[config.mk]
export PLATFORM = sky130hd
export DESIGN_NAME = cspd_top
export DESIGN_NICKNAME = d
export VERILOG_FILES = /design/src/design/cspd_pkg.sv /design/src/design/cspd_ch_if.sv /design/src/design/cspd_sync2.sv /design/src/design/cspd_chan.sv /design/src/design/cspd_top.sv
export SDC_FILE = /design/constraint.sdc
export NUM_CORES = 1
export LEC_CHECK = 0
export BUFFER_PORTS_ARGS = -buffer_cell sky130_fd_sc_hd__buf_2
export CORE_UTILIZATION = 45
export DETAILED_ROUTE_END_ITERATION = 8
export PLACE_DENSITY = 0.75
export SETUP_SLACK_MARGIN = 0.4
export SKIP_CTS_REPAIR_TIMING = 1
export SLEW_MARGIN = 20
export SYNTH_ARGS = -nofsm -noshare
export SYNTH_HDL_FRONTEND = slang
export SYNTH_SLANG_ARGS = --single-unit
[constraint.sdc]
create_clock -name clk_sys -period 1.45 [get_ports clk_sys]
set_input_delay 0.29 -clock clk_sys [delete_from_list [all_inputs] [get_ports clk_sys]]
set_output_delay 0.29 -clock clk_sys [all_outputs]
set_load 0.02 [all_outputs]
[src/design/cspd_pkg.sv]
// Purpose: shared constants and types for channel status and power-down pin logic
// Assumes: two channels (a, b), four low-speed lanes each
// Notes: register offsets are word addresses on the plain register port
package cspd_pkg;
  localparam int CSPD_NCH = 2;
  localparam int CSPD_NLANE = 4;
  localparam int CSPD_AW = 4;
  localparam logic [3:0] CSPD_REG_CTRL_A = 4'h0;
  localparam logic [3:0] CSPD_REG_CTRL_B = 4'h1;
  localparam logic [3:0] CSPD_REG_STAT_A = 4'h2;
  localparam logic [3:0] CSPD_REG_STAT_B = 4'h3;
  localparam logic [3:0] CSPD_REG_ID = 4'h4;
  // control register fields
  localparam int CSPD_CTRL_LOS_EN = 0;
  localparam int CSPD_CTRL_REG_PD = 1;
  localparam int CSPD_CTRL_GPS_MODE = 2;
  localparam int CSPD_CTRL_MUX_LSB = 4;
  localparam int CSPD_CTRL_MUX_W = 2;
  localparam logic [7:0] CSPD_CTRL_RST = 8'h01;
  // status register fields
  localparam int CSPD_STAT_LOS = 0;
  localparam int CSPD_STAT_PD = 1;
  localparam int CSPD_STAT_PARTNER_OK = 2;
  localparam int CSPD_STAT_TX_OK = 3;
  localparam int CSPD_STAT_PD_REL = 4;
  // arbitrary identification value
  localparam logic [7:0] CSPD_ID_VAL = 8'h5A;
  typedef enum logic [1:0] {
    CSPD_MUX_LOS = 2'b00,
    CSPD_MUX_PARTNER_OK = 2'b01,
    CSPD_MUX_TX_OK = 2'b10,
    CSPD_MUX_PD = 2'b11
  } cspd_mux_t;
  typedef enum logic [1:0] {
    CSPD_LOS_RESET = 2'b00,
    CSPD_LOS_SIGNAL = 2'b01,
    CSPD_LOS_LOST = 2'b10
  } cspd_los_state_t;
endpackage

[src/design/cspd_ch_if.sv]
// Purpose: per-channel bundle between top and channel logic
// Assumes: one instance per channel
// Notes: none
`timescale 1ns/1ps
interface cspd_ch_if;
  logic los_en;
  logic reg_pd;
  logic gps_mode;
  logic [1:0] mux_sel;
  logic lvl_low;
  logic lvl_high;
  logic tx_lanes_ok;
  logic pd_low_raw;
  logic partner_ok_raw;
  logic los_state;
  logic pd_active;
  logic partner_ok;
  logic tx_ok;
  logic pd_release;
  logic los_pin_o;
  logic los_pin_oe_n;
  modport top (output los_en, reg_pd, gps_mode, mux_sel, lvl_low, lvl_high, tx_lanes_ok,
    pd_low_raw, partner_ok_raw, input los_state, pd_active, partner_ok, tx_ok, pd_release,
    los_pin_o, los_pin_oe_n);
  modport ch (input los_en, reg_pd, gps_mode, mux_sel, lvl_low, lvl_high, tx_lanes_ok,
    pd_low_raw, partner_ok_raw, output los_state, pd_active, partner_ok, tx_ok, pd_release,
    los_pin_o, los_pin_oe_n);
endinterface

[src/design/cspd_sync2.sv]
// Purpose: two-flop synchroniser for asynchronous pin levels
// Assumes: level inputs only
// Notes: first stage read only by second stage
`timescale 1ns/1ps
module cspd_sync2 #(
  parameter logic RST_VAL = 1'b0
) (
  input wire logic clk_sys,
  input wire logic nrst,
  input wire logic d,
  output logic q
);
  logic meta_q;
  always_ff @(posedge clk_sys) begin
    if (!nrst) begin
      meta_q <= RST_VAL;
      q <= RST_VAL;
    end else begin
      meta_q <= d;
      q <= meta_q;
    end
  end
endmodule

[src/design/cspd_chan.sv]
// Purpose: one channel: loss-of-signal, power-down, alignment status, pin mux
// Assumes: analog detector gives low/high threshold flags
// Notes: pins synchronised here
`timescale 1ns/1ps
module cspd_chan (
  input wire logic clk_sys,
  input wire logic nrst,
  cspd_ch_if.ch ch
);
  import cspd_pkg::*;
  logic pd_sync;
  logic ok_sync;
  logic pd_prev_q;
  cspd_los_state_t los_q;
  cspd_los_state_t los_d;
  logic tx_ok_q;
  logic mux_bit;
  logic pd_any;

  cspd_sync2 #(.RST_VAL(1'b1)) u_pd (.clk_sys(clk_sys), .nrst(nrst),
    .d(ch.pd_low_raw), .q(pd_sync));
  cspd_sync2 #(.RST_VAL(1'b0)) u_ok (.clk_sys(clk_sys), .nrst(nrst),
    .d(ch.partner_ok_raw), .q(ok_sync));

  // hysteresis: set at or below low, clear above high, hold between
  always_comb begin
    los_d = los_q;
    case (los_q)
      CSPD_LOS_RESET: los_d = CSPD_LOS_SIGNAL;
      CSPD_LOS_SIGNAL: if (ch.los_en && ch.lvl_low) los_d = CSPD_LOS_LOST;
      CSPD_LOS_LOST: if (ch.lvl_high || !ch.los_en) los_d = CSPD_LOS_SIGNAL;
      default: los_d = CSPD_LOS_RESET;
    endcase
  end

  always_ff @(posedge clk_sys) begin
    if (!nrst) los_q <= CSPD_LOS_RESET;
    else los_q <= los_d;
  end

  always_ff @(posedge clk_sys) begin
    if (!nrst) tx_ok_q <= 1'b0;
    else tx_ok_q <= ch.gps_mode && ch.tx_lanes_ok && pd_sync;
  end

  always_ff @(posedge clk_sys) begin
    if (!nrst) pd_prev_q <= 1'b1;
    else pd_prev_q <= pd_sync;
  end

  assign ch.los_state = (los_q == CSPD_LOS_LOST);
  assign ch.pd_active = !pd_sync;
  assign ch.partner_ok = ch.gps_mode && ok_sync;
  assign ch.tx_ok = tx_ok_q;
  assign ch.pd_release = pd_sync && !pd_prev_q;
  assign pd_any = !pd_sync || ch.reg_pd;

  always_comb begin
    case (ch.mux_sel)
      CSPD_MUX_LOS: mux_bit = ch.los_state;
      CSPD_MUX_PARTNER_OK: mux_bit = ch.partner_ok;
      CSPD_MUX_TX_OK: mux_bit = tx_ok_q;
      CSPD_MUX_PD: mux_bit = !pd_sync;
      default: mux_bit = ch.los_state;
    endcase
  end

  // reset drives low; either power-down floats the pin
  assign ch.los_pin_o = nrst ? mux_bit : 1'b0;
  assign ch.los_pin_oe_n = nrst && pd_any;
endmodule

[src/design/cspd_top.sv]
// Purpose: channel status and power-down pin logic for channels a and b
// Assumes: 10 MHz clk_sys, synchronous active-low nrst, plain register port
// Notes: serializer datapaths are outside; lane data pass through here
// Function
// - reset forces high-speed transmit differential zero
// - reset forces low-speed outputs differential zero
// - loss indicator 0 signal, 1 lost
// - assert enabled at low, clear above high
// - reset drives loss pin low
// - power-down pin floats loss pin
// - register power-down floats loss pin
// - loss pin multiplexes internal functions
// - drive transmit alignment status to partner
// - low power-down pin powers channel down
//
// Decided for this implementation: strobed register access and the register offsets.
`timescale 1ns/1ps
module cspd_top (
  input wire logic clk_sys,
  input wire logic nrst,
  input wire logic [cspd_pkg::CSPD_AW-1:0] reg_addr,
  input wire logic [7:0] reg_wdata,
  input wire logic reg_wr,
  input wire logic reg_rd,
  output logic [7:0] reg_rdata,
  input wire logic hs_tx_data_ch_a,
  input wire logic hs_tx_data_ch_b,
  output logic hs_tx_pos_ch_a,
  output logic hs_tx_neg_ch_a,
  output logic hs_tx_pos_ch_b,
  output logic hs_tx_neg_ch_b,
  input wire logic [cspd_pkg::CSPD_NLANE-1:0] ls_out_data_ch_a,
  input wire logic [cspd_pkg::CSPD_NLANE-1:0] ls_out_data_ch_b,
  output logic [cspd_pkg::CSPD_NLANE-1:0] ls_out_lanes_pos_ch_a,
  output logic [cspd_pkg::CSPD_NLANE-1:0] ls_out_lanes_neg_ch_a,
  output logic [cspd_pkg::CSPD_NLANE-1:0] ls_out_lanes_pos_ch_b,
  output logic [cspd_pkg::CSPD_NLANE-1:0] ls_out_lanes_neg_ch_b,
  input wire logic lvl_low_ch_a,
  input wire logic lvl_high_ch_a,
  input wire logic lvl_low_ch_b,
  input wire logic lvl_high_ch_b,
  input wire logic tx_lanes_ok_ch_a,
  input wire logic tx_lanes_ok_ch_b,
  output logic signal_loss_ch_a,
  output logic signal_loss_oe_n_ch_a,
  output logic signal_loss_ch_b,
  output logic signal_loss_oe_n_ch_b,
  input wire logic partner_rx_aligned_ch_a,
  input wire logic partner_rx_aligned_ch_b,
  output logic local_tx_aligned_ch_a,
  output logic local_tx_aligned_ch_b,
  input wire logic power_down_low_ch_a,
  input wire logic power_down_low_ch_b,
  output logic pd_active_ch_a,
  output logic pd_active_ch_b
);
  import cspd_pkg::*;
  logic [7:0] ctrl_a_q;
  logic [7:0] ctrl_b_q;
  logic pd_rel_a_q;
  logic pd_rel_b_q;
  logic [7:0] rdata_d;
  logic [7:0] stat_a;
  logic [7:0] stat_b;

  cspd_ch_if ch_a ();
  cspd_ch_if ch_b ();

  function automatic logic [7:0] cspd_status(input logic los, input logic pd,
      input logic pok, input logic tok, input logic rel);
    cspd_status = 8'h00;
    cspd_status[CSPD_STAT_LOS] = los;
    cspd_status[CSPD_STAT_PD] = pd;
    cspd_status[CSPD_STAT_PARTNER_OK] = pok;
    cspd_status[CSPD_STAT_TX_OK] = tok;
    cspd_status[CSPD_STAT_PD_REL] = rel;
  endfunction

  // control fields to channels
  assign ch_a.los_en = ctrl_a_q[CSPD_CTRL_LOS_EN];
  assign ch_a.reg_pd = ctrl_a_q[CSPD_CTRL_REG_PD];
  assign ch_a.gps_mode = ctrl_a_q[CSPD_CTRL_GPS_MODE];
  assign ch_a.mux_sel = ctrl_a_q[CSPD_CTRL_MUX_LSB +: CSPD_CTRL_MUX_W];
  assign ch_a.lvl_low = lvl_low_ch_a;
  assign ch_a.lvl_high = lvl_high_ch_a;
  assign ch_a.tx_lanes_ok = tx_lanes_ok_ch_a;
  assign ch_a.pd_low_raw = power_down_low_ch_a;
  assign ch_a.partner_ok_raw = partner_rx_aligned_ch_a;
  assign ch_b.los_en = ctrl_b_q[CSPD_CTRL_LOS_EN];
  assign ch_b.reg_pd = ctrl_b_q[CSPD_CTRL_REG_PD];
  assign ch_b.gps_mode = ctrl_b_q[CSPD_CTRL_GPS_MODE];
  assign ch_b.mux_sel = ctrl_b_q[CSPD_CTRL_MUX_LSB +: CSPD_CTRL_MUX_W];
  assign ch_b.lvl_low = lvl_low_ch_b;
  assign ch_b.lvl_high = lvl_high_ch_b;
  assign ch_b.tx_lanes_ok = tx_lanes_ok_ch_b;
  assign ch_b.pd_low_raw = power_down_low_ch_b;
  assign ch_b.partner_ok_raw = partner_rx_aligned_ch_b;

  cspd_chan u_ch_a (.clk_sys(clk_sys), .nrst(nrst), .ch(ch_a.ch));
  cspd_chan u_ch_b (.clk_sys(clk_sys), .nrst(nrst), .ch(ch_b.ch));

  // control registers
  always_ff @(posedge clk_sys) begin
    if (!nrst) begin
      ctrl_a_q <= CSPD_CTRL_RST;
      ctrl_b_q <= CSPD_CTRL_RST;
    end else if (reg_wr) begin
      if (reg_addr == CSPD_REG_CTRL_A) ctrl_a_q <= reg_wdata;
      if (reg_addr == CSPD_REG_CTRL_B) ctrl_b_q <= reg_wdata;
    end
  end

  // sticky power-down release flag, read clears, new release wins
  always_ff @(posedge clk_sys) begin
    if (!nrst) begin
      pd_rel_a_q <= 1'b0;
      pd_rel_b_q <= 1'b0;
    end else begin
      if (ch_a.pd_release) pd_rel_a_q <= 1'b1;
      else if (reg_rd && reg_addr == CSPD_REG_STAT_A) pd_rel_a_q <= 1'b0;
      if (ch_b.pd_release) pd_rel_b_q <= 1'b1;
      else if (reg_rd && reg_addr == CSPD_REG_STAT_B) pd_rel_b_q <= 1'b0;
    end
  end

  assign stat_a = cspd_status(ch_a.los_state, ch_a.pd_active, ch_a.partner_ok,
    ch_a.tx_ok, pd_rel_a_q);
  assign stat_b = cspd_status(ch_b.los_state, ch_b.pd_active, ch_b.partner_ok,
    ch_b.tx_ok, pd_rel_b_q);

  always_comb begin
    case (reg_addr)
      CSPD_REG_CTRL_A: rdata_d = ctrl_a_q;
      CSPD_REG_CTRL_B: rdata_d = ctrl_b_q;
      CSPD_REG_STAT_A: rdata_d = stat_a;
      CSPD_REG_STAT_B: rdata_d = stat_b;
      CSPD_REG_ID: rdata_d = CSPD_ID_VAL;
      default: rdata_d = 8'h00;
    endcase
  end

  always_ff @(posedge clk_sys) begin
    if (!nrst) reg_rdata <= 8'h00;
    else if (reg_rd) reg_rdata <= rdata_d;
    else reg_rdata <= 8'h00;
  end

  // high-speed transmit, differential zero in reset
  always_ff @(posedge clk_sys) begin
    if (!nrst) begin
      hs_tx_pos_ch_a <= 1'b0;
      hs_tx_neg_ch_a <= 1'b0;
      hs_tx_pos_ch_b <= 1'b0;
      hs_tx_neg_ch_b <= 1'b0;
    end else begin
      hs_tx_pos_ch_a <= hs_tx_data_ch_a;
      hs_tx_neg_ch_a <= ~hs_tx_data_ch_a;
      hs_tx_pos_ch_b <= hs_tx_data_ch_b;
      hs_tx_neg_ch_b <= ~hs_tx_data_ch_b;
    end
  end

  // low-speed outputs, differential zero in reset
  always_ff @(posedge clk_sys) begin
    if (!nrst) begin
      ls_out_lanes_pos_ch_a <= 4'h0;
      ls_out_lanes_neg_ch_a <= 4'h0;
      ls_out_lanes_pos_ch_b <= 4'h0;
      ls_out_lanes_neg_ch_b <= 4'h0;
    end else begin
      ls_out_lanes_pos_ch_a <= ls_out_data_ch_a;
      ls_out_lanes_neg_ch_a <= ~ls_out_data_ch_a;
      ls_out_lanes_pos_ch_b <= ls_out_data_ch_b;
      ls_out_lanes_neg_ch_b <= ~ls_out_data_ch_b;
    end
  end

  assign signal_loss_ch_a = ch_a.los_pin_o;
  assign signal_loss_oe_n_ch_a = ch_a.los_pin_oe_n;
  assign signal_loss_ch_b = ch_b.los_pin_o;
  assign signal_loss_oe_n_ch_b = ch_b.los_pin_oe_n;
  assign local_tx_aligned_ch_a = ch_a.tx_ok;
  assign local_tx_aligned_ch_b = ch_b.tx_ok;
  assign pd_active_ch_a = ch_a.pd_active;
  assign pd_active_ch_b = ch_b.pd_active;

  // helper: previous reset level
  logic nrst_q;
  always_ff @(posedge clk_sys) nrst_q <= nrst;

  AST_HS_ZERO: assert property (@(posedge clk_sys) !nrst |=>
    (hs_tx_pos_ch_a == hs_tx_neg_ch_a) && (hs_tx_pos_ch_b == hs_tx_neg_ch_b))
    else $error("hs transmit not differential zero after reset");
  AST_LS_ZERO: assert property (@(posedge clk_sys) !nrst |=>
    (ls_out_lanes_pos_ch_a == ls_out_lanes_neg_ch_a) &&
    (ls_out_lanes_pos_ch_b == ls_out_lanes_neg_ch_b))
    else $error("low-speed outputs not differential zero after reset");
  AST_LOS_SET: assert property (@(posedge clk_sys) disable iff (!nrst)
    (ch_a.los_state == 1'b0) && ch_a.los_en && lvl_low_ch_a && nrst_q |=> ch_a.los_state)
    else $error("loss not asserted at low threshold");
  AST_LOS_CLR: assert property (@(posedge clk_sys) disable iff (!nrst)
    ch_a.los_state && lvl_high_ch_a |=> !ch_a.los_state)
    else $error("loss not cleared above high threshold");
  AST_LOS_RST_LOW: assert property (@(posedge clk_sys)
    !nrst |-> !signal_loss_ch_a && !signal_loss_oe_n_ch_a && !signal_loss_ch_b &&
    !signal_loss_oe_n_ch_b)
    else $error("loss pin not driven low in reset");
  AST_PD_FLOAT: assert property (@(posedge clk_sys) disable iff (!nrst)
    $fell(power_down_low_ch_a) ##1 (!power_down_low_ch_a)[*2] |-> signal_loss_oe_n_ch_a)
    else $error("loss pin driven during pin power-down");
  AST_REG_PD_FLOAT: assert property (@(posedge clk_sys) disable iff (!nrst)
    ctrl_b_q[CSPD_CTRL_REG_PD] |-> signal_loss_oe_n_ch_b)
    else $error("loss pin driven during register power-down");
  AST_TX_OK_MODE: assert property (@(posedge clk_sys) disable iff (!nrst)
    !ctrl_a_q[CSPD_CTRL_GPS_MODE] |=> !local_tx_aligned_ch_a)
    else $error("transmit alignment driven outside serializer mode");
  AST_PD_SYNC: assert property (@(posedge clk_sys) disable iff (!nrst)
    $fell(power_down_low_ch_b) |-> !pd_active_ch_b ##1 !pd_active_ch_b)
    else $error("power-down pin used before synchronisation");
  AST_MUX_TX_A: assert property (@(posedge clk_sys) disable iff (!nrst)
    (ch_a.mux_sel == CSPD_MUX_TX_OK) && !signal_loss_oe_n_ch_a |->
    (signal_loss_ch_a == local_tx_aligned_ch_a))
    else $error("loss pin does not show transmit alignment");
  AST_MUX_LOS_B: assert property (@(posedge clk_sys) disable iff (!nrst)
    (ch_b.mux_sel == CSPD_MUX_LOS) && !signal_loss_oe_n_ch_b |->
    (signal_loss_ch_b == ch_b.los_state))
    else $error("loss pin does not show loss state");
  AST_LOS_EN_OFF: assert property (@(posedge clk_sys) disable iff (!nrst)
    !ch_a.los_en |=> !ch_a.los_state)
    else $error("loss held while indication disabled");
  AST_PD_OE_B: assert property (@(posedge clk_sys) disable iff (!nrst)
    pd_active_ch_b |-> signal_loss_oe_n_ch_b)
    else $error("loss pin driven while channel powered down");
  AST_TX_OK_PD: assert property (@(posedge clk_sys) disable iff (!nrst)
    pd_active_ch_b |=> !local_tx_aligned_ch_b)
    else $error("transmit alignment driven while powered down");
  AST_TX_OK_MODE_B: assert property (@(posedge clk_sys) disable iff (!nrst)
    !ctrl_b_q[CSPD_CTRL_GPS_MODE] |=> !local_tx_aligned_ch_b)
    else $error("transmit alignment driven outside serializer mode");
  AST_REG_PD_FLOAT_A: assert property (@(posedge clk_sys) disable iff (!nrst)
    ctrl_a_q[CSPD_CTRL_REG_PD] |-> signal_loss_oe_n_ch_a)
    else $error("loss pin driven during register power-down");
  AST_LOS_SET_B: assert property (@(posedge clk_sys) disable iff (!nrst)
    (ch_b.los_state == 1'b0) && ch_b.los_en && lvl_low_ch_b && nrst_q |=> ch_b.los_state)
    else $error("loss not asserted at low threshold");
  COV_LOS: cover property (@(posedge clk_sys) disable iff (!nrst) $rose(ch_a.los_state));
  COV_REG_PD: cover property (@(posedge clk_sys) disable iff (!nrst)
    $rose(signal_loss_oe_n_ch_b));
  COV_LOS_EN_OFF: cover property (@(posedge clk_sys) disable iff (!nrst)
    ch_a.los_state && !ch_a.los_en);
  COV_PD_REL: cover property (@(posedge clk_sys) disable iff (!nrst) ch_b.pd_release);
  COV_TX_OK: cover property (@(posedge clk_sys) disable iff (!nrst) $rose(local_tx_aligned_ch_a));
endmodule

======== Word-level counts from Yosys, hierarchy flattened ========
Index checks and enable logic that the tools add are counted.
storage, ports and cells
  input bits .............................. 36
  bits in registers ....................... 62
  output and inout port bits .............. 36
cells by class
  reduce and logical (&&, ||, !) cells .... 36
  bitwise operators ....................... 4
  equality and inequality tests ........... 18
  multiplexer cells ....................... 15
operators with widths
  kind                                                              count
  8-bit one-hot mux with 5 select lines                             1
  1-bit logical AND                                                 14
  2-bit == test (second input constant)                             6
  2-bit one-hot mux with 3 select lines                             2
  2-bit AND reduction                                               5
  2-bit by 1-bit == test with 1-bit output (second input constant)  4
  4-bit by 2-bit == test with 1-bit output (second input constant)  2
  2-bit logical NOT                                                 4
  2-bit two-way mux                                                 4
  2-bit by 1-bit != test with 1-bit output (second input constant)  4
  4-bit NOT                                                         2
  1-bit one-hot mux with 4 select lines                             2
  1-bit logical NOT                                                 6
  1-bit two-way mux                                                 6
  4-bit by 1-bit == test with 1-bit output (second input constant)  1
  4-bit by 3-bit == test with 1-bit output (second input constant)  1
  4-bit logical NOT                                                 1
  1-bit logical OR                                                  4
  2-bit nonzero test                                                2
  1-bit NOT                                                         2

======== Longest topological paths before layout ========
Gate-level depths: netlist of run 1.
  word-level depth ........................ 4
  mapped depth ............................ 5
  mapped depth without buffers ............ 3

======== Hierarchy ========
From an unflattened synthesis of run 1, not the netlist that was laid out.
second synthesis, totals
  cell total of the unflattened synthesis .. 231
  area total of the unflattened synthesis .. 2366.0 sq um
modules (own cells, without submodules)
  module      instances  cells each  area each (sq um)  sequential area each (sq um)
  cspd_top    1          173         1765.4             920.9
  cspd_chan   2          21          195.2              80.1
  cspd_sync2  4          4           52.6               40.0

======== Least setup slack after synthesis of run 1 ========
Ideal clock, no wire load.
  path type ............................... flip-flop to output port
  from .................................... register u_ch_a.tx_ok_q, in the netlist u_ch_a.ch.tx_ok
  to ...................................... output signal_loss_ch_a
  cell stages (with the launch flop) ...... 4
  path buffers ............................ 0
  required time ........................... 1160 ps
  path slack .............................. -70 ps
  arrival time ............................ 1230 ps
  cells stage by stage .................... dfxtp_1 > inv_1 > mux4_2 > nor2_1
on the way
  word-level cells in the longest chain between the ends .. 2
RTL lines
  element                                line             source
  start, declared                        cspd_chan.sv:16  logic tx_ok_q;
  start signal, assigned                 cspd_chan.sv:43  else tx_ok_q <= ch.gps_mode && ch.tx_lanes_ok && pd_sync;
  1-bit one-hot mux with 4 select lines  cspd_chan.sv:59  case (ch.mux_sel)
  1-bit two-way mux                      cspd_chan.sv:69  assign ch.los_pin_o = nrst ? mux_bit : 1'b0;
  end, declared                          cspd_top.sv:44   output logic signal_loss_ch_a,
No other way between the ends.

======== Worst setup path after layout of run 1 ========
  from .................................... register u_ch_b.los_q[0]
  to ...................................... output signal_loss_ch_b
on the way
  word-level cells in the longest chain between the ends .. 3
RTL lines
  element                                line             source
  start, declared                        cspd_chan.sv:14  cspd_los_state_t los_q;
  start signal, assigned                 cspd_chan.sv:38  else los_q <= los_d;
  2-bit == test                          cspd_chan.sv:51  assign ch.los_state = (los_q == CSPD_LOS_LOST);
  1-bit one-hot mux with 4 select lines  cspd_chan.sv:59
  1-bit two-way mux                      cspd_chan.sv:69
  end, declared                          cspd_top.sv:46   output logic signal_loss_ch_b,
No other way between the ends.

==> results of run 1 <==
-- state kept, by name (all words and copies together) (netlist names), 2 cells and up --
register / count
ctrl_a_q: 8
u_ch_b.los_q: 2
u_ch_a.los_q: 2
ls_out_lanes_pos_ch_a: 4
ls_out_lanes_neg_ch_b: 4
ctrl_b_q: 8
ls_out_lanes_pos_ch_b: 4
ls_out_lanes_neg_ch_a: 4
reg_rdata: 8
-- routing by layer --
metal	share of wire, %	wire length (um)	vias up
li1	-	-	1016
met1	42	2479	965
met2	50	2984	82
met3	6.2	367	12
met4	1.7	99	0
met5	0	0	-
-- power groups by stage --
stage	Sequential (mW)	Combinational, mW	Clock [mW]
after floorplan	1.86	0.170	0
after global placement	1.82	0.362	0
after detailed placement	1.82	0.367	0
after CTS	1.78	0.370	1.76
after global routing	1.80	0.470	1.85
final	1.80	0.438	1.73
-- cell usage in the layout (no fill, tap or decap), types with 3 or more instances in the layout --
master and n:
nand2b_1 9, a21oi_2 3, inv_1 5, nand2_1 7, dfxtp_1 28, dfxtp_4 3, nand3b_1 3, a21o_1 3
nand3_1 19, buf_2 34, dfxtp_2 31, o21ai_1 17, clkbuf_8 12, and3_1 3, buf_4 28, mux2i_1 3
nor2_1 13, a21oi_1 14, and2_1 14, a22oi_1 3, buf_6 36, o21bai_1 3
-- final cells by class --
cell class | count | area, um2
fillers | 369 | 1338
flip-flops and latches | 62 | 1291
multi-input cells | 150 | 1017
repair buffers | 100 | 820.8
clock buffers | 13 | 168.9
well taps | 67 | 83.83
clock inverters | 3 | 65.06
inverters | 8 | 32.53
-- final timing paths --
| path | start | endpoint | slack [ns] | depth (start not counted) |
|---|---|---|---|---|
| min | ls_out_data_ch_b[0] | ls_out_lanes_neg_ch_b[0] | 0.11 | 2 |
| max reg2reg | ctrl_b_q[2] | reg_rdata[2] | 0.42 | 3 |
| max | u_ch_b.los_q[0] | signal_loss_ch_b | -0.37 | 4 |
| min reg2reg | u_ch_a.u_pd.meta_q | u_ch_a.u_pd.q | 0.41 | 1 |
-- worst reg2reg max path: cells and delay by family (launching register included) --
family                 cells  cell delay [ns]
AO/OA/AOI/OAI              2             0.49
buffers and inverters      1             0.09
flip-flops                 1             0.33
-- stage by stage --
step / setup TNS, ns / cell area [um2]
after floorplan: 0 / 2365
after global placement: -0.01338 / 2888
after detailed placement: -0.02294 / 2888
after CTS: -0.7798 / 3122
after global routing: -0.8204 / 3480
final: -0.7286 / 3480
-- cell families after synthesis --
logic type	Yosys count	synth area share, %
compound gates	59	16.79
buf+inv	22	4.486
flops	62	54.27
mux	5	3.282
simple gates	85	21.17
==> reports/metrics.json, run 1 <==
{
  "ys_async_sr_fraction_pct": 0,
  "combPwrFrac_pct": 11.1,
  "maxSlewViolCount": 0,
  "layout_worst_path_cycle_share_pct": 125.5,
  "worst_setup_path_start_kind": "flop",
  "synth_edf_count": 0,
  "netlist_top_cells_count": "dfxtp_1 (62), nand3_1 (19), a21oi_1 (17), o21ai_1 (17), nor2_1 (15)",
  "detail-route-antenna-nets": 0,
  "worst_setup_path_end_kind": "primary output",
  "horizontal_extent_of_the_die_um": 73.29,
  "timing.critical_path.max_delay_family": "multiplexers",
  "timing.hold.worst.class": "primary input to flop",
  "criticalPathCategory": "flop to primary output",
  "die_area_mm2": 0.005371,
  "fin_worst_skew_ns": 0.007090,
  "crit_path_cell_chain": "nand2b_1 -> mux4_2 -> nor2_4 -> buf_6",
  "worstPathBufferInverterCount": 1,
  "gr-usage-met3_pct": 6.036,
  "clock_path_buffers": 2,
  "clk_transition_reported_paths_ns": 0.07,
  "synthDistinctLibCells": 40,
  "finish.net_count": 367,
  "grt_pass1_vias": 1834,
  "fin_worst_hold_slack_ns": 0.1073,
  "globalRouteMet2Util_pct": 33.64,
  "critPathMaxFanout": 2,
  "ys.warnings.count": 0,
  "pre_cts_setup_slack_ns": -0.01333,
  "drt_pre_antenna_iters": 4,
  "clock_latency_of_the_later_clocked_register_in_the_worst_skew_pair_ns": 0.33,
  "seqPwrFrac_pct": 45.3,
  "cts.sinks": 62,
  "power_density_mw_per_mm2": 1139,
  "die-height_um": 73.29,
  "worst_ir_drop_vdd_mv": 1.116,
  "total_power_mw": 3.963,
  "setup_viol": 2,
  "pwr-share-clk_pct": 43.7,
  "post-dp-hpwl_um": 3864,
  "clock.fmax_mhz": 549.5,
  "violations": "negative setup slack",
  "flow.area_growth_from_synthesis_pct": 52.13,
  "critical_path_required_ns": 1.16,
  "wl_um": 5930,
  "port-buffer-count": 71,
  "yosysTopAreaCellShare_pct": 54.27,
  "mappedNetlistArea_mm2": 0.002287,
  "gr-max-usage-layer": "met2",
  "yosys_register_bits": 62,
  "via_count": 2075,
  "htreeDepth": 3,
  "tritoncts.num_buffers": 9,
  "post-route-util_pct": 72.23,
  "status": "finished, violations left",
  "syn_nets": 269,
  "swShare_pct": 22.07,
  "drc": 0,
  "clock_period_minus_worst_slack_ns": 1.820,
  "coreArea_mm2": 0.004817,
  "grt_antenna_before_repair": 0,
  "cts-root-buf": "clkbuf_8",
  "fin_cells": 403,
  "grt_pass1_wl_um": 8438,
  "internal-power_mw": 3.088,
  "syn-mean-instance-area_um2": 9.816,
  "synth.area.top_cells": "dfxtp_1 (54%), nand3_1 (4.2%), and2_1 (3.8%), a21oi_1 (3.7%), o21ai_1 (3.7%)",
  "critical_path_arrival_ns": 1.53,
  "gr-total-overflow": 0,
  "top_level_ports": 72,
  "finalHoldViolations": 0,
  "synth.largest_area_cell": "dfxtp_1",
  "top_count_cell_post_synth": "dfxtp_1",
  "max-cap-violations": 0,
  "largest_net_degree_at_the_start_of_global_routing": 28,
  "slew_headroom_pct": 75.05,
  "netSwitchingPower_mw": 0.8746,
  "setup_repair_after_global_routing_missed_its_margin": "true",
  "master_of_the_slowest_instance_on_the_critical_path": "mux4_2",
  "vias_per_cell": 5.149,
  "place.detailed.instances": 380,
  "initial_standard_cell_utilization_of_the_core_pct": 47.48,
  "post_route_cells_drive_above_1_share_pct": 50.60,
  "gp_congestion": 0.7947,
  "post_synth_inst_count": 233,
  "yosys_most_used_dff": "dfxtp_1",
  "postLayoutSetupSlackWorst_ns": -0.3699,
  "transition_time_of_the_tightest_slew_check_pin_ns": 0.3727,
  "tritoncts": "built",
  "grt_use_total_pct": 21.43,
  "initialDrtViolationCount": 134,
  "leakage_nw": 1.445,
  "yosysSeqAreaShare_pct": 54.27,
  "wire_per_inst_um": 14.71,
  "worst_path_largest_cell_delay_ns": 0.51,
  "rows": 25,
  "antenna_cells_inserted": 0,
  "grt.met1_usage_pct": 27.26
}
Power figures use the tool's default switching activity.
==> inputs of run 2 (changes only) <==
CORE_UTILIZATION = 50   (was 45)
PLACE_DENSITY = 0.78   (was 0.75)
REMOVE_ABC_BUFFERS = 1   (was unset)
clock period = 1.9 ns   (was 1.45 ns; I/O delays follow)
==> reports/metrics.json, run 2 (synthesis gave the netlist of run 1 again) <==
{
  "wl_um": 5369,
  "coreArea_mm2": 0.004384,
  "vias_per_cell": 5.393,
  "leakage_nw": 1.269,
  "grt_pass1_vias": 1926,
  "regToRegStartpoint": "ctrl_b_q[2]",
  "die-height_um": 69.64,
  "tritoncts.num_buffers": 9,
  "maxSlewViolCount": 0,
  "pwr-share-clk_pct": 43.9,
  "timing.hold.worst.class": "primary input to flop",
  "worst_setup_path_end_kind": "primary output",
  "layout_commonest_cell": "buf_2",
  "clk_transition_reported_paths_ns": 0.07,
  "fin_worst_skew_ns": 0.002491,
  "gr-total-overflow": 0,
  "critical_path_arrival_ns": 1.50,
  "via_count": 1963,
  "hold-path-cell-count": 2,
  "drc": 0,
  "grt_antenna_before_repair": 0,
  "max-cap-violations": 0,
  "die_area_mm2": 0.004849,
  "power_density_mw_per_mm2": 979.7,
  "drt_pre_antenna_iters": 4,
  "min_from": "hs_tx_data_ch_b",
  "multi_input_area_um2": 963.4,
  "setup_viol": 0,
  "netSwitchingPower_mw": 0.6407,
  "final_cell_mix": "buf_2 (69), dfxtp_1 (57), nand3_1 (19), a21oi_1 (17), o21ai_1 (17)",
  "seqCellArea_mm2": 0.001247,
  "critical_path_required_ns": 1.52,
  "post-dp-hpwl_um": 3776,
  "worst_ir_drop_vdd_mv": 0.5962,
  "worst_hold_path.endpoint": "hs_tx_neg_ch_b",
  "finish.net_count": 344,
  "clock_latency_of_the_later_clocked_register_in_the_worst_skew_pair_ns": 0.33,
  "top_level_ports": 72,
  "wire_per_inst_um": 14.75,
  "post_route_cells_drive_above_1_share_pct": 35.58,
  "horizontal_extent_of_the_die_um": 69.64,
  "postLayoutSetupSlackWorst_ns": 0.02155,
  "htreeDepth": 3,
  "post-route-util_pct": 67.24,
  "biggestRegsByFlops": "ctrl_a_q x8, ctrl_b_q x8, reg_rdata x8",
  "flow.area_growth_from_synthesis_pct": 28.88,
  "slew_headroom_pct": 61.97,
  "rows": 24,
  "status": "finished, final reports clean",
  "reg2regPathDepth": 2,
  "largest_net_degree_at_the_start_of_global_routing": 27,
  "clock_period_minus_worst_slack_ns": 1.878,
  "swShare_pct": 22.19,
  "criticalPathCategory": "flop to primary output",
  "cts-root-buf": "clkbuf_8",
  "cts.sinks": 62,
  "finalHoldViolations": 0,
  "grt_pass1_wl_um": 8873,
  "setup_repair_after_global_routing_missed_its_margin": "true",
  "critPathMaxFanout": 3,
  "port-buffer-count": 71,
  "detail-route-antenna-nets": 0,
  "gp_congestion": 0.8312,
  "tritoncts": "built",
  "clock_path_buffers": 2,
  "transition_time_of_the_tightest_slew_check_pin_ns": 0.5684,
  "clock.fmax_mhz": 532.4,
  "pre_cts_setup_slack_ns": 0.2861,
  "fill_cells": 363,
  "antenna_cells_inserted": 0,
  "initialDrtViolationCount": 142,
  "grt_use_total_pct": 23.52,
  "reg2reg_setup_slack_ns": 0.76,
  "initial_standard_cell_utilization_of_the_core_pct": 52.17,
  "internal-power_mw": 2.247,
  "rr_endpoint": "reg_rdata[2]",
  "seqPwrFrac_pct": 47.3,
  "worst_setup_path_start_kind": "flop",
  "combPwrFrac_pct": 8.7,
  "layout_worst_path_cycle_share_pct": 98.87
}
run 2: cell count changes in the layout (fill, tap and decap cells not counted), moves of 3 or more:
cell     change
dfxtp_1     +29
buf_4       -21
a21oi_1      +3
dfxtp_4      -3
a21oi_2      -3
dfxtp_2     -26
buf_2       +35
buf_6       -34
run 2: per-layer routing:
layer / vias to the layer above / GRT usage, % / routed length, um / share of wire [%]
li1: 961 / - / - / -
met2: 83 / 38.83 / 2626 / 49
met1: 913 / 28.17 / 2295 / 43
met4: 0 / 11.56 / 65 / 1.2
met5: - / 0 / 0 / 0
met3: 6 / 6.541 / 381 / 7.1
run 2: power by group through the flow:
stage	logic, mW	registers, mW	clock network, mW
after floorplan	0.0917	1.42	0
after global placement	0.239	1.39	0
after detailed placement	0.244	1.39	0
after CTS	0.247	1.36	1.29
after global routing	0.274	1.37	1.34
final	0.252	1.37	1.27
run 2: area by class of cell:
| cell class | instances | area share [%] |
|---|---|---|
| clock buffer | 11 | 5.136 |
| clock inverter | 4 | 2.377 |
| inverter | 8 | 1.019 |
| multi-input combinational | 149 | 32.68 |
| sequential | 62 | 42.32 |
| tap | 52 | 2.207 |
| timing repair buffer | 78 | 14.26 |
run 2: worst max path at each step:
| stage | start | slack (ns) | to |
|---|---|---|---|
| floorplan | u_ch_a.ch.tx_ok | 0.29 | signal_loss_ch_a |
| global placement | reg_addr[0] | 0.30 | reg_rdata[6] |
| detailed placement | reg_addr[0] | 0.29 | reg_rdata[6] |
| CTS | u_ch_a.los_q[0] | -0.06 | signal_loss_ch_a |
| global route | ctrl_b_q[2] | -0.04 | signal_loss_ch_b |
| finish | u_ch_b.los_q[0] | 0.02 | signal_loss_ch_b |
run 2: critical path, cell delays in order, from the launching register on:
cell	delay, ns
dfxtp_2	0.33
nand2b_4	0.14
mux4_2	0.46
nor2_2	0.11
buf_6	0.13
run 2: per-stage QoR:
| stage | TNS, ns | area [um2] | power, mW | std cells | hold slack (ns) |
|---|---|---|---|---|---|
| 2_1_floorplan | 0 | 2215 | 1.510 | 219 | 0.3863 |
| 5_1_grt | -0.06225 | 2948 | 2.989 | 364 | 0.1822 |
| 3_3_place_gp | 0 | 2688 | 1.629 | 349 | 0.3887 |
| 4_1_cts | -0.1133 | 2909 | 2.898 | 364 | 0.1929 |
| 6_report | 0 | 2948 | 2.888 | 364 | 0.2020 |
| 3_5_place_dp | 0 | 2688 | 1.636 | 349 | 0.3957 |
==> inputs of run 3 (changes only) <==
CORE_MARGIN = 2   (was unset)
==> reports/metrics.json, run 3 (synthesis gave the netlist of run 1 again) <==
{
  "coreArea_mm2": 0.004384,
  "drc": 0,
  "leakage_nw": 1.269,
  "fin_worst_skew_ns": 0.005889,
  "min_from": "ls_out_data_ch_a[3]",
  "initial_standard_cell_utilization_of_the_core_pct": 52.17,
  "post-route-util_pct": 67.61,
  "tritoncts": "built",
  "grt_pass1_vias": 1877,
  "detail-route-antenna-nets": 0,
  "largest_net_degree_at_the_start_of_global_routing": 27,
  "setup_viol": 1,
  "critical_path_required_ns": 1.52,
  "flow.area_growth_from_synthesis_pct": 29.60,
  "slew_headroom_pct": 61.06,
  "final_cell_mix": "buf_2 (68), dfxtp_1 (57), nand3_1 (19), a21oi_1 (17), o21ai_1 (17)",
  "top_level_ports": 72,
  "clock_period_minus_worst_slack_ns": 1.914,
  "grt_pass1_wl_um": 8576,
  "clock_path_buffers": 2,
  "grt_use_total_pct": 21.98,
  "power_density_mw_per_mm2": 988.4,
  "internal-power_mw": 2.258,
  "post_route_cells_drive_above_1_share_pct": 35.78,
  "via_count": 1983,
  "maxSlewViolCount": 0,
  "gr-total-overflow": 0,
  "initialDrtViolationCount": 261,
  "postLayoutSetupSlackWorst_ns": -0.01365,
  "max-cap-violations": 0,
  "crit_path_start": "u_ch_b.los_q[0]",
  "layout_commonest_cell": "buf_2",
  "clock.fmax_mhz": 522.6,
  "setup_repair_after_global_routing_missed_its_margin": "true",
  "cts-root-buf": "clkbuf_8",
  "post-dp-hpwl_um": 3710,
  "swShare_pct": 22.92,
  "htreeDepth": 3,
  "regToRegStartpoint": "ctrl_b_q[2]",
  "wl_um": 5357,
  "gp_congestion": 0.8649,
  "pre_cts_setup_slack_ns": 0.2750,
  "seqPwrFrac_pct": 46.6,
  "clk_transition_reported_paths_ns": 0.06,
  "horizontal_extent_of_the_die_um": 71.64,
  "violations": "negative setup slack",
  "tritoncts.num_buffers": 9,
  "cts.sinks": 62,
  "criticalPathCategory": "flop to primary output",
  "layout_worst_path_cycle_share_pct": 100.7,
  "worst_setup_path_start_kind": "flop",
  "antenna_cells_inserted": 0,
  "biggestRegsByFlops": "ctrl_a_q x8, ctrl_b_q x8, reg_rdata x8",
  "drt_pre_antenna_iters": 4,
  "critical_path_arrival_ns": 1.53,
  "rows": 24,
  "fill_cells": 363,
  "netSwitchingPower_mw": 0.6714,
  "finalHoldViolations": 0,
  "transition_time_of_the_tightest_slew_check_pin_ns": 0.5819,
  "die_area_mm2": 0.005132,
  "timing.hold.worst.class": "primary input to flop",
  "finish.net_count": 344,
  "status": "finished, violations left",
  "combPwrFrac_pct": 8.6,
  "wire_per_inst_um": 14.68,
  "worst_ir_drop_vdd_mv": 0.6534,
  "fin_cells": 365,
  "die-height_um": 71.64,
  "grt_antenna_before_repair": 0,
  "port-buffer-count": 71,
  "critPathMaxFanout": 3,
  "worst_setup_path_end_kind": "primary output",
  "pwr-share-clk_pct": 44.8,
  "place.detailed.instances": 348,
  "vias_per_cell": 5.433,
  "clock_latency_of_the_later_clocked_register_in_the_worst_skew_pair_ns": 0.34
}
run 3: cell count changes in the layout (fill, tap and decap cells not counted), sizes merged:
cell      delta
clkinvlp     +1
run 3: layout make-up:
class | count | area [um2] | share of cell area (%)
multi-input cells | 149 | 963.4 | 32.50
well taps | 52 | 65.06 | 2.195
clock inverters | 5 | 81.33 | 2.744
flip-flops and latches | 62 | 1247 | 42.09
repair buffers | 78 | 422.9 | 14.27
clock buffers | 11 | 151.4 | 5.108
inverters | 8 | 32.53 | 1.098
run 3: path summary, 6_finish.rpt:
| path | cells after the start | to | slack, ns |
|---|---|---|---|
| setup / recovery | 4 | signal_loss_ch_b | -0.01 |
| hold / removal | 2 | ls_out_lanes_neg_ch_a[3] | 0.20 |
| setup reg to reg | 2 | reg_rdata[2] | 0.65 |
| hold reg to reg | 1 | u_ch_b.u_pd.q | 0.41 |
run 3: metal layers:
layer | track usage, % | wire, um | vias to the layer above
met4 | 9.015 | 160 | 0
met3 | 9.001 | 488 | 17
met1 | 26.20 | 2280 | 916
li1 | - | - | 962
met2 | 35.29 | 2428 | 88
met5 | 0 | 0 | -
run 3: worst max-delay path: stages (launching register included):
cell	delay [ns]
dfxtp_1	0.33
nand2b_4	0.16
mux4_2	0.46
nor2_2	0.12
buf_6	0.13
run 3: power by group through the flow:
stage,Combinational [mW],Sequential (mW),Clock (mW)
after floorplan,0.0917,1.42,0
after global placement,0.239,1.39,0
after detailed placement,0.244,1.39,0
after CTS,0.245,1.36,1.32
after global routing,0.275,1.37,1.39
final,0.252,1.37,1.31
run 3: metrics by stage:
stage	TNS (ns)	hold WS [ns]	instance area [um2]	total power, mW
after floorplan	0	0.3863	2215	1.510
after global placement	0	0.3892	2680	1.629
after CTS	-0.1431	0.1890	2913	2.931
final	-0.01365	0.1980	2964	2.930
after detailed placement	0	0.3972	2680	1.635
after global routing	-0.07157	0.1830	2964	3.031
